### config.mk
export PLATFORM = sky130hd
export DESIGN_NAME = cpu_register_set
export DESIGN_NICKNAME = d
export VERILOG_FILES = /design/src/verilog/cpu_regs_pkg.sv /design/src/verilog/operand_extend.sv /design/src/verilog/align_check.sv /design/src/verilog/cpu_register_set.sv
export SDC_FILE = /design/constraint.sdc
export NUM_CORES = 2
export LEC_CHECK = 0
export BUFFER_PORTS_ARGS = -buffer_cell sky130_fd_sc_hd__buf_2
export CORE_MARGIN = 2
export CORE_UTILIZATION = 30
export CTS_CLUSTER_DIAMETER = 40
export DETAILED_ROUTE_END_ITERATION = 10
export PLACE_DENSITY_LB_ADDON = 0.05
export SLEW_MARGIN = 20
export SYNTH_ARGS = -nofsm -noshare
export SYNTH_HDL_FRONTEND = slang
export SYNTH_SLANG_ARGS = --single-unit
### constraint.sdc
create_clock -name CLOCK -period 10.3 [get_ports CLOCK]
set_clock_uncertainty 0.15 [all_clocks]
set_input_delay 3.09 -clock CLOCK [delete_from_list [all_inputs] [get_ports CLOCK]]
set_output_delay 3.09 -clock CLOCK [all_outputs]
set_load 0.03 [all_outputs]
### src/verilog/cpu_regs_pkg.sv
/*
  Shared constants and types of the processor register set: bus register
  indices, status word layout, reset values, vector offsets and operand sizes.
  Assumes nothing; imported by every module of the register set.
*/
package cpu_regs_pkg;
  localparam int XLEN = 32;
  localparam int NGPR = 16;
  localparam int IDX_REG = 0;
  localparam int STK_REG = 15;
  // Status word layout
  localparam int SR_T_BIT = 0;
  localparam int SR_S_BIT = 1;
  localparam int SR_IMASK_LSB = 4;
  localparam int SR_IMASK_MSB = 7;
  localparam int SR_Q_BIT = 8;
  localparam int SR_M_BIT = 9;
  localparam logic [31:0] SR_USED_MASK = 32'h0000_03f3;
  localparam logic [31:0] SR_RESET = 32'h0000_00f0;
  localparam logic [3:0] IMASK_RESET = 4'hf;
  localparam logic [31:0] VBR_RESET = 32'h0000_0000;
  localparam logic [31:0] UNDEF_RESET = 32'h0000_0000;
  // Vector table entries, relative to the vector base
  localparam logic [31:0] VEC_PC_OFS = 32'h0000_0000;
  localparam logic [31:0] VEC_SP_OFS = 32'h0000_0004;
  // Sizes and steps
  localparam logic [31:0] INSTR_BYTES = 32'h0000_0002;
  localparam logic [31:0] LONG_BYTES = 32'h0000_0004;
  localparam int MAC_W = 42;
  localparam int MUL_W = 16;
  localparam int IMM_W = 8;
  // Instruction rate: one basic instruction per clock
  localparam int CLK_PERIOD_NS = 10;
  localparam int REF_INSTR_NS = 50;
  localparam int REF_CLK_MHZ = 20;
  localparam int INSTR_CYCLES = (REF_INSTR_NS * REF_CLK_MHZ + 999) / 1000;
  // Avalon word indices; byte address is four times the index
  localparam int AV_ADDR_W = 5;
  localparam logic [4:0] A_GPR0 = 5'h00;
  localparam logic [4:0] A_SR = 5'h10;
  localparam logic [4:0] A_GBR = 5'h11;
  localparam logic [4:0] A_VBR = 5'h12;
  localparam logic [4:0] A_MULTIPLY_ACC_HIGH = 5'h13;
  localparam logic [4:0] A_MULTIPLY_ACC_LOW = 5'h14;
  localparam logic [4:0] A_PR = 5'h15;
  localparam logic [4:0] A_PC = 5'h16;
  typedef enum logic [1:0] {SZ_BYTE, SZ_WORD, SZ_LONG} size_e;
  typedef enum logic {IMM_SIGNED, IMM_ZERO} imm_e;
endpackage

### src/verilog/operand_extend.sv
/*
  Widens memory operands and 8-bit immediates to 32-bit register values.
  Purely combinational; the caller decides which result is written.
*/
`timescale 1ns/100ps
module operand_extend
  import cpu_regs_pkg::*;
(
  // Memory load operand
  input wire logic [31:0] mem_data,
  input wire cpu_regs_pkg::size_e mem_size,
  output logic [31:0] mem_ext,
  // Immediate field
  input wire logic [7:0] imm8,
  input wire cpu_regs_pkg::imm_e imm_kind,
  output logic [31:0] imm_ext
);
  wire [31:0] byte_sx = {{24{mem_data[7]}}, mem_data[7:0]};
  wire [31:0] word_sx = {{16{mem_data[15]}}, mem_data[15:0]};
  // Narrow loads always sign-extend
  assign mem_ext = (mem_size == SZ_BYTE) ? byte_sx :
                   (mem_size == SZ_WORD) ? word_sx : mem_data;
  // Arithmetic sign-extends, logic zero-extends
  assign imm_ext = (imm_kind == IMM_ZERO) ? {24'h00_0000, imm8} : {{24{imm8[7]}}, imm8};
endmodule

### src/verilog/align_check.sv
/*
  Address error detection for byte, word and longword accesses.
  Combinational; the memory access unit samples the result with the request.
*/
`timescale 1ns/100ps
module align_check
  import cpu_regs_pkg::*;
(
  input wire logic [31:0] addr,
  input wire cpu_regs_pkg::size_e size,
  output logic addr_err
);
  // Bytes anywhere, words on 2n, longwords on 4n
  assign addr_err = (size == SZ_WORD) ? addr[0] :
                    (size == SZ_LONG) ? (addr[1:0] != 2'h0) : 1'b0;
endmodule

### src/verilog/cpu_register_set.sv
/*
  Architectural register set of the processor core: general, control and
  system registers, reset vector fetch, stack pointer stepping, multiply
  accumulate, operand widening, alignment checks and an Avalon-MM view.
  Assumes the pipeline and memory unit are synchronous to CLOCK and that
  the vector table read port answers with VEC_VALID.
*/
`timescale 1ns/100ps
module cpu_register_set
  import cpu_regs_pkg::*;
#(
  parameter int unsigned MAC_BITS = cpu_regs_pkg::MAC_W
) (
  // Clock and reset
  input wire logic CLOCK,
  input wire logic RSTN,
  // Avalon-MM slave
  input wire logic [cpu_regs_pkg::AV_ADDR_W-1:0] AVS_ADDRESS,
  input wire logic AVS_READ,
  input wire logic AVS_WRITE,
  input wire logic [31:0] AVS_WRITEDATA,
  input wire logic [3:0] AVS_BYTEENABLE,
  output logic [31:0] AVS_READDATA,
  output logic AVS_WAITREQUEST,
  // Reset vector fetch
  output logic VEC_RD,
  output logic [31:0] VEC_ADDR,
  input wire logic VEC_VALID,
  input wire logic [31:0] VEC_RDATA,
  output logic CORE_READY,
  // Operand reads
  input wire logic [3:0] RD_A_SEL,
  output logic [31:0] RD_A_DATA,
  input wire logic [3:0] RD_B_SEL,
  output logic [31:0] RD_B_DATA,
  output logic [31:0] INDEX_GENERAL_REG,
  output logic [31:0] STACK_POINTER,
  // General register write
  input wire logic WR_EN,
  input wire logic [3:0] WR_SEL,
  input wire logic WR_FROM_MEM,
  input wire logic WR_FROM_IMM,
  input wire logic [31:0] WR_DATA,
  input wire cpu_regs_pkg::size_e WR_SIZE,
  input wire logic [7:0] IMM_FIELD,
  input wire cpu_regs_pkg::imm_e IMM_KIND,
  input wire logic IDX_WR_EN,
  input wire logic [31:0] IDX_WR_DATA,
  // Exception stacking
  input wire logic SP_PUSH,
  input wire logic SP_POP,
  output logic [31:0] STACK_ADDR,
  output logic STACK_ADDR_ERR,
  // Control and system registers
  input wire logic STATUS_WR_EN,
  input wire logic GBR_WR_EN,
  input wire logic VBR_WR_EN,
  input wire logic PR_WR_EN,
  input wire logic [31:0] CTRL_WR_DATA,
  input wire logic T_WR_EN,
  input wire logic T_VALUE,
  output logic [31:0] STATUS_WORD,
  output logic T_FLAG,
  output logic [3:0] INTERRUPT_MASK_FIELD,
  output logic [31:0] GLOBAL_BASE_REG,
  output logic [31:0] VECTOR_BASE_REG,
  output logic [31:0] RETURN_LINK_REG,
  output logic [31:0] PERIPH_ADDR,
  input wire logic [7:0] GBR_DISP,
  // Program counter
  input wire logic INSTR_ADV,
  input wire logic PC_LOAD,
  input wire logic [31:0] PC_TARGET,
  output logic [31:0] PROGRAM_COUNTER,
  input wire logic [7:0] PCREL_DISP,
  input wire logic PCREL_LONG,
  output logic [31:0] PCREL_ADDR,
  // Multiply unit
  input wire logic MUL_EN,
  input wire logic MAC_EN,
  input wire logic [15:0] MUL_A,
  input wire logic [15:0] MUL_B,
  output logic [31:0] MULTIPLY_ACC_HIGH,
  output logic [31:0] MULTIPLY_ACC_LOW,
  // Memory operand alignment
  input wire logic [31:0] MEM_ADDR,
  input wire cpu_regs_pkg::size_e MEM_SIZE,
  output logic MEM_ADDR_ERR
);
  import cpu_regs_pkg::*;

  if (MAC_BITS <= XLEN || MAC_BITS > 2 * XLEN) begin : g_bad_mac
    $error("MAC_BITS must lie between 33 and 64");
  end

  typedef enum logic [1:0] {VF_PC, VF_SP, VF_RUN} vfetch_e;
  vfetch_e state_ff;
  vfetch_e nxt_state;

  // Register storage
  logic [31:0] gpr_ff [NGPR];
  logic [31:0] nxt_gpr [NGPR];
  logic [31:0] sr_ff, gbr_ff, vbr_ff, multiply_acc_high_ff, multiply_acc_low_ff, pr_ff, pc_ff;
  logic [31:0] nxt_sr, nxt_gbr, nxt_vbr, nxt_multiply_acc_high, nxt_multiply_acc_low, nxt_pr, nxt_pc;

  wire running = (state_ff == VF_RUN);
  wire pc_take = (state_ff == VF_PC) && VEC_VALID;
  wire sp_take = (state_ff == VF_SP) && VEC_VALID;

  // Vector fetch sequence after reset
  always_comb begin
    nxt_state = state_ff;
    case (state_ff)
      VF_PC: if (VEC_VALID) nxt_state = VF_SP;
      VF_SP: if (VEC_VALID) nxt_state = VF_RUN;
      VF_RUN: nxt_state = VF_RUN;
      default: nxt_state = VF_PC;
    endcase
  end
  always_ff @(posedge CLOCK or negedge RSTN) begin
    if (!RSTN) state_ff <= VF_PC;
    else state_ff <= nxt_state;
  end
  assign VEC_RD = !running;
  assign VEC_ADDR = vbr_ff + ((state_ff == VF_SP) ? VEC_SP_OFS : VEC_PC_OFS);
  assign CORE_READY = running;

  // Bus access: pipeline writes have priority, so the bus waits for a quiet cycle
  wire pipe_busy = WR_EN || IDX_WR_EN || SP_PUSH || SP_POP || STATUS_WR_EN ||
                   GBR_WR_EN || VBR_WR_EN || PR_WR_EN || T_WR_EN || MUL_EN || MAC_EN ||
                   INSTR_ADV || PC_LOAD;
  wire bus_req = AVS_READ || AVS_WRITE;
  wire bus_go = bus_req && running && !pipe_busy;
  wire bus_wr = AVS_WRITE && bus_go;
  wire gpr_area = (AVS_ADDRESS < 5'(NGPR));
  wire [3:0] bus_idx = AVS_ADDRESS[3:0];
  assign AVS_WAITREQUEST = bus_req && !bus_go;

  function automatic logic [31:0] merge(input logic [31:0] old, input logic [31:0] wd, input logic [3:0] be);
    for (int i = 0; i < 4; i++) begin
      merge[8*i +: 8] = be[i] ? wd[8*i +: 8] : old[8*i +: 8];
    end
  endfunction

  // Combinational read of current contents, taken once waitrequest drops; unmapped words read zero
  assign AVS_READDATA = gpr_area ? gpr_ff[bus_idx] :
                        (AVS_ADDRESS == A_SR) ? sr_ff :
                        (AVS_ADDRESS == A_GBR) ? gbr_ff :
                        (AVS_ADDRESS == A_VBR) ? vbr_ff :
                        (AVS_ADDRESS == A_MULTIPLY_ACC_HIGH) ? multiply_acc_high_ff :
                        (AVS_ADDRESS == A_MULTIPLY_ACC_LOW) ? multiply_acc_low_ff :
                        (AVS_ADDRESS == A_PR) ? pr_ff :
                        (AVS_ADDRESS == A_PC) ? pc_ff : 32'h0000_0000;

  // Operand widening and alignment
  logic [31:0] mem_ext, imm_ext;
  operand_extend u_ext (
    .mem_data(WR_DATA),
    .mem_size(WR_SIZE),
    .mem_ext(mem_ext),
    .imm8(IMM_FIELD),
    .imm_kind(IMM_KIND),
    .imm_ext(imm_ext)
  );
  align_check u_align (
    .addr(MEM_ADDR),
    .size(MEM_SIZE),
    .addr_err(MEM_ADDR_ERR)
  );

  wire [31:0] wr_value = WR_FROM_IMM ? imm_ext : (WR_FROM_MEM ? mem_ext : WR_DATA);
  wire [31:0] sp_now = gpr_ff[STK_REG];
  wire [31:0] sp_adj = SP_PUSH ? (sp_now - LONG_BYTES) : (sp_now + LONG_BYTES);

  // Stack slots are longwords only; a misaligned pointer is flagged
  assign STACK_ADDR = SP_PUSH ? sp_adj : sp_now;
  assign STACK_ADDR_ERR = (SP_PUSH || SP_POP) && (sp_now[1:0] != 2'h0);

  genvar g;
  for (g = 0; g < NGPR; g++) begin : g_gpr
    wire bus_hit = bus_wr && gpr_area && (bus_idx == 4'(g));
    wire pipe_hit = WR_EN && (WR_SEL == 4'(g));
    wire idx_hit = (g == IDX_REG) && IDX_WR_EN;
    wire stk_hit = (g == STK_REG) && (SP_PUSH || SP_POP);
    wire vec_hit = (g == STK_REG) && sp_take;
    assign nxt_gpr[g] = vec_hit ? VEC_RDATA :
                        bus_hit ? merge(gpr_ff[g], AVS_WRITEDATA, AVS_BYTEENABLE) :
                        idx_hit ? IDX_WR_DATA :
                        pipe_hit ? wr_value :
                        stk_hit ? sp_adj : gpr_ff[g];
    always_ff @(posedge CLOCK or negedge RSTN) begin
      if (!RSTN) gpr_ff[g] <= UNDEF_RESET;
      else gpr_ff[g] <= nxt_gpr[g];
    end
  end

  assign RD_A_DATA = gpr_ff[RD_A_SEL];
  assign RD_B_DATA = gpr_ff[RD_B_SEL];
  assign INDEX_GENERAL_REG = gpr_ff[IDX_REG];
  assign STACK_POINTER = sp_now;

  // Control registers; reserved status bits never take a one
  wire bus_sr = bus_wr && (AVS_ADDRESS == A_SR);
  wire [31:0] sr_wr = bus_sr ? merge(sr_ff, AVS_WRITEDATA, AVS_BYTEENABLE) : CTRL_WR_DATA;
  logic [31:0] sr_mid;
  always_comb begin
    sr_mid = (bus_sr || STATUS_WR_EN) ? (sr_wr & SR_USED_MASK) : sr_ff;
    if (T_WR_EN && !bus_sr) sr_mid[SR_T_BIT] = T_VALUE;
    nxt_sr = sr_mid;
  end
  assign nxt_gbr = (bus_wr && AVS_ADDRESS == A_GBR) ? merge(gbr_ff, AVS_WRITEDATA, AVS_BYTEENABLE) :
                   GBR_WR_EN ? CTRL_WR_DATA : gbr_ff;
  assign nxt_vbr = (bus_wr && AVS_ADDRESS == A_VBR) ? merge(vbr_ff, AVS_WRITEDATA, AVS_BYTEENABLE) :
                   VBR_WR_EN ? CTRL_WR_DATA : vbr_ff;
  assign nxt_pr = (bus_wr && AVS_ADDRESS == A_PR) ? merge(pr_ff, AVS_WRITEDATA, AVS_BYTEENABLE) :
                  PR_WR_EN ? CTRL_WR_DATA : pr_ff;

  // One 16-bit instruction per clock; reset clears it, then the vector fetch loads the entry
  assign nxt_pc = pc_take ? VEC_RDATA :
                  (bus_wr && AVS_ADDRESS == A_PC) ? merge(pc_ff, AVS_WRITEDATA, AVS_BYTEENABLE) :
                  PC_LOAD ? PC_TARGET :
                  (INSTR_ADV && running) ? pc_ff + INSTR_BYTES : pc_ff;

  // Wide immediates live in a table behind the program counter
  wire [31:0] pcrel_base = PCREL_LONG ? (pc_ff & ~(LONG_BYTES - 32'h1)) : pc_ff;
  wire [31:0] pcrel_ofs = PCREL_LONG ? {22'h0, PCREL_DISP, 2'h0} : {23'h0, PCREL_DISP, 1'h0};
  assign PCREL_ADDR = pcrel_base + LONG_BYTES + pcrel_ofs;
  // Peripheral window off the global base, byte displacement
  assign PERIPH_ADDR = gbr_ff + {24'h00_0000, GBR_DISP};

  // Signed multiply; accumulate keeps MAC_BITS, high word sign-extended
  wire signed [31:0] product = $signed(MUL_A) * $signed(MUL_B);
  wire [MAC_BITS-1:0] acc_now = {multiply_acc_high_ff[MAC_BITS-XLEN-1:0], multiply_acc_low_ff};
  wire [MAC_BITS-1:0] acc_sum = acc_now + MAC_BITS'(product);
  wire [31:0] acc_hi = XLEN'($signed(acc_sum[MAC_BITS-1:XLEN]));
  assign nxt_multiply_acc_low = MAC_EN ? acc_sum[XLEN-1:0] : MUL_EN ? product :
                    (bus_wr && AVS_ADDRESS == A_MULTIPLY_ACC_LOW) ? AVS_WRITEDATA : multiply_acc_low_ff;
  assign nxt_multiply_acc_high = MAC_EN ? acc_hi :
                    (bus_wr && AVS_ADDRESS == A_MULTIPLY_ACC_HIGH) ? AVS_WRITEDATA : multiply_acc_high_ff;

  always_ff @(posedge CLOCK or negedge RSTN) begin
    if (!RSTN) begin
      sr_ff <= SR_RESET;
      vbr_ff <= VBR_RESET;
      gbr_ff <= UNDEF_RESET;
      multiply_acc_high_ff <= UNDEF_RESET;
      multiply_acc_low_ff <= UNDEF_RESET;
      pr_ff <= UNDEF_RESET;
      pc_ff <= UNDEF_RESET;
    end else begin
      sr_ff <= nxt_sr;
      vbr_ff <= nxt_vbr;
      gbr_ff <= nxt_gbr;
      multiply_acc_high_ff <= nxt_multiply_acc_high;
      multiply_acc_low_ff <= nxt_multiply_acc_low;
      pr_ff <= nxt_pr;
      pc_ff <= nxt_pc;
    end
  end

  assign STATUS_WORD = sr_ff;
  assign T_FLAG = sr_ff[SR_T_BIT];
  assign INTERRUPT_MASK_FIELD = sr_ff[SR_IMASK_MSB:SR_IMASK_LSB];
  assign GLOBAL_BASE_REG = gbr_ff;
  assign VECTOR_BASE_REG = vbr_ff;
  assign RETURN_LINK_REG = pr_ff;
  assign PROGRAM_COUNTER = pc_ff;
  assign MULTIPLY_ACC_HIGH = multiply_acc_high_ff;
  assign MULTIPLY_ACC_LOW = multiply_acc_low_ff;
endmodule

==> results.yml <==
sta:
  rsz0062_at_grt: "true"
  slew_violations: 0
  setup-tns-final_ns: 0
  finalSetupViolCount: 0
  timing.fmax_mhz: 98.24
  slew_headroom: 0.1280
  hold_viol: 0
  tightest_slew_ns: 1.303
  min_period_ns: 10.18
  period_share: 0.9883
synth:
  postSynth.asyncResetShare: 1.000
  synth_cell_types: 93
  ys_seq_area_frac: 0.2729
  yosys_most_used_dff: "dfrtp_1"
  yosys_warnings: 0
  syn_inst: 7015
  syn_avg_cell_area_um2: 9.336
  synth_most_common_cell: "nand2_1"
  synth_seq_cells: 714
  synth_edf_count: 0
  synth_area_mm2: 0.06549
  yosys-top-cells-count: "nand2_1, dfrtp_1, o21ai_0"
  synth_top_area_share: 0.2713
  synthTopCellsByArea: "dfrtp_1, mux4_2, fa_1, nand2_1, o221a_2"
  yosysTopAreaCell: "dfrtp_1"
floorplanning:
  start_util: 0.3016
  core_area_mm2: 0.2172
  io_pins: 850
  die-area_mm2: 0.2221
  std_cell_rows: 171
  die_height_um: 471.2
  die_w_um: 471.2
worst_setup_path:
  ff2ff_setup_slack_ns: 5.03
  worstSetupStartpointType: "input pin"
  crit_path_max_fanout: 10
  r2r-end: "MULTIPLY_ACC_LOW[16]$_DFFE_PN0P_"
  path_class: "input pin to flip-flop"
  critPathTopFamily: "adder cells"
  worstPathRequired_ns: 10.79
  cpPeakStageDelay_ns: 0.56
  crit_buf_inv: 6
  endpoint_kind: "flip-flop"
  crit_arrival_ns: 10.67
  reg2regPathDepth: 11
  r2r-start: "state_ff[0]$_DFFE_PN0P_"
  startpoint: "MUL_B[4]"
  crit_top_cell: "fa_1"
  crit_slowest_cell: "fa_1"
drt:
  wl_met1_mm: 153.2
  finalWirelength_mm: 386.2
  vias_per_cell: 5.902
  dr_wl_met3_mm: 32.87
  routed-via-count: 64460
  met2WireLength_mm: 176.0
  drc: 0
  firstDrtPassIters: 6
  drt_iter0_drc: 7073
  postRouteAntennaNets: 0
  wl_per_cell_um: 35.36
  top_layer_used: "met5"
grt:
  antenna_found_initial: 80
  grt_overflow: 0
  gr-usage-all-layers: 0.3403
  grt_pass1_wl_mm: 527.7
  grt_pass1_vias: 63180
  grt_max_degree: 139
placed_design:
  numPortBuffers: 795
  gp_congestion: 0.9315
  place_hpwl_mm: 282.1
cells_and_area:
  drive_above_1_share: 0.3272
  area_growth_syn_to_layout_pct: 25.44
  final_net_count: 8677
clock_network:
  clock_latency_ns: 0.82
  cts_tree: "done"
  cts_root_buffer: "clkbuf_16"
  cts_sinks: 714
  clock_path_buffers: 3
  htreeDepth: 4
  cts_buffers: 170
  clkTransAtPathRegs_ns: 0.05
job:
  cap_viol_max_count: 0
worst_hold_path:
  holdPathEnd: "gpr_ff[212]$_DFFE_PN0P_"
  hold_path_class: "flip-flop to flip-flop"
  worstHoldPathCells: 2
  hp-start: "gpr_ff[212]$_DFFE_PN0P_"
run_status:
  run_status: "finished clean"
==> how the worst max path moves through the flow <==
stage | to | slack (ns) | depth (start not counted)
finish | MULTIPLY_ACC_HIGH[22]$_DFFE_PN0P_ | 0.12 | 32
global route | MULTIPLY_ACC_HIGH[14]$_DFFE_PN0P_ | -0.13 | 33
CTS | MULTIPLY_ACC_HIGH[6]$_DFFE_PN0P_ | 0.001 | 35
detailed placement | MULTIPLY_ACC_HIGH[18]$_DFFE_PN0P_ | -1.14 | 32
global placement | MULTIPLY_ACC_HIGH[31]$_DFFE_PN0P_ | -1.06 | 32
floorplan | MULTIPLY_ACC_HIGH[18]$_DFFE_PN0P_ | -0.29 | 31
==> flip-flops by register name (all words and copies together), names as in the netlist <==
register,flops
RETURN_LINK_REG,32
gpr_ff,448
INDEX_GENERAL_REG,32
VECTOR_BASE_REG,32
MULTIPLY_ACC_LOW,32
MULTIPLY_ACC_HIGH,32
PROGRAM_COUNTER,32
state_ff,2
STATUS_WORD,8
STACK_POINTER,32
GLOBAL_BASE_REG,32
==> cell families after synthesis <==
kind of cell               count (synthesis)  share of synthesized area
AOI/OAI and AO/OA                       1879                     0.1910
buffers and inverters                   1076                    0.06797
and+or+nand+nor                         2065                     0.1360
DFF                                      714                     0.2729
adders and majority gates                452                     0.1168
muxes                                    637                     0.1896
other                                      1                 0.00005726
xor gates and xnor gates                 191                    0.02554
==> tightest hold or removal path, stage by stage, from the launching register on <==
cell	delay [ns]
dfrtp_1	0.37
nand2_1	0.05
o21ai_0	0.06
==> layout make-up <==
type	count	area (um^2)
fill	22090	135000
clock buffer	211	4629
clock inverter	101	1314
tap	2854	3571
timing repair buffer	1375	8950
sequential	714	17870
antenna	31	77.57
inverter	388	1461
multi-input combinational	5248	44280
==> layout by cell type (no fill, tap or decap), types with 46 or more instances in the layout <==
| master | synthesis | final |
|---|---|---|
| nand2_1 | 1296 | 1281 |
| buf_2 | 17 | 759 |
| dfrtp_1 | 710 | 710 |
| buf_4 | 100 | 546 |
| o21ai_0 | 512 | 505 |
| mux4_2 | 480 | 480 |
| inv_1 | 386 | 378 |
| a21oi_1 | 344 | 317 |
| nor2_1 | 274 | 256 |
| fa_1 | 266 | 251 |
| o221a_2 | 231 | 230 |
| o21ai_1 | 206 | 204 |
| clkbuf_16 | 0 | 172 |
| ha_1 | 186 | 167 |
| mux2i_1 | 128 | 126 |
| xnor2_1 | 127 | 123 |
| and2_1 | 132 | 115 |
| nand3_1 | 112 | 109 |
| o22ai_1 | 103 | 102 |
| xor2_1 | 64 | 63 |
| a22oi_1 | 55 | 55 |
| o211ai_1 | 54 | 54 |
| a21o_1 | 52 | 52 |
| o21a_1 | 53 | 52 |
| nand2b_1 | 47 | 47 |
| a211oi_1 | 50 | 46 |
==> per-layer routing <==
metal | up-vias | GRT usage
met5 | - | 0
met4 | 36 | 0.1823
met3 | 780 | 0.07826
met2 | 3431 | 0.5331
met1 | 33040 | 0.4355
li1 | 27180 | -
==> what timing repair did <==
action,4_1_cts,5_1_grt
setup endpoints to repair,36,40
buffers inserted,11,21
pin swaps,30,63
gates cloned,1,0
hold buffers,0,0
gates resized for setup,43,179
==> stage by stage <==
stage / cells / hold WS (ns) / utilization / cell area (um^2) / worst slack, ns
3_3_place_gp: 10550 / 0.3485 / 0.3454 / 75010 / -1.062
5_1_grt: 10910 / 0.4034 / 0.3781 / 82120 / -0.1306
4_1_cts: 10870 / 0.3726 / 0.3740 / 81230 / 0.001322
6_report: 10920 / 0.3686 / 0.3783 / 82150 / 0.1204
3_5_place_dp: 10550 / 0.3616 / 0.3454 / 75010 / -1.139
2_1_floorplan: 7038 / 0.3289 / - / 65830 / -0.2889
Power is left out: the tool's default activity adds up to more than one toggle a clock period on the data nets, which glitch-free logic cannot reach.
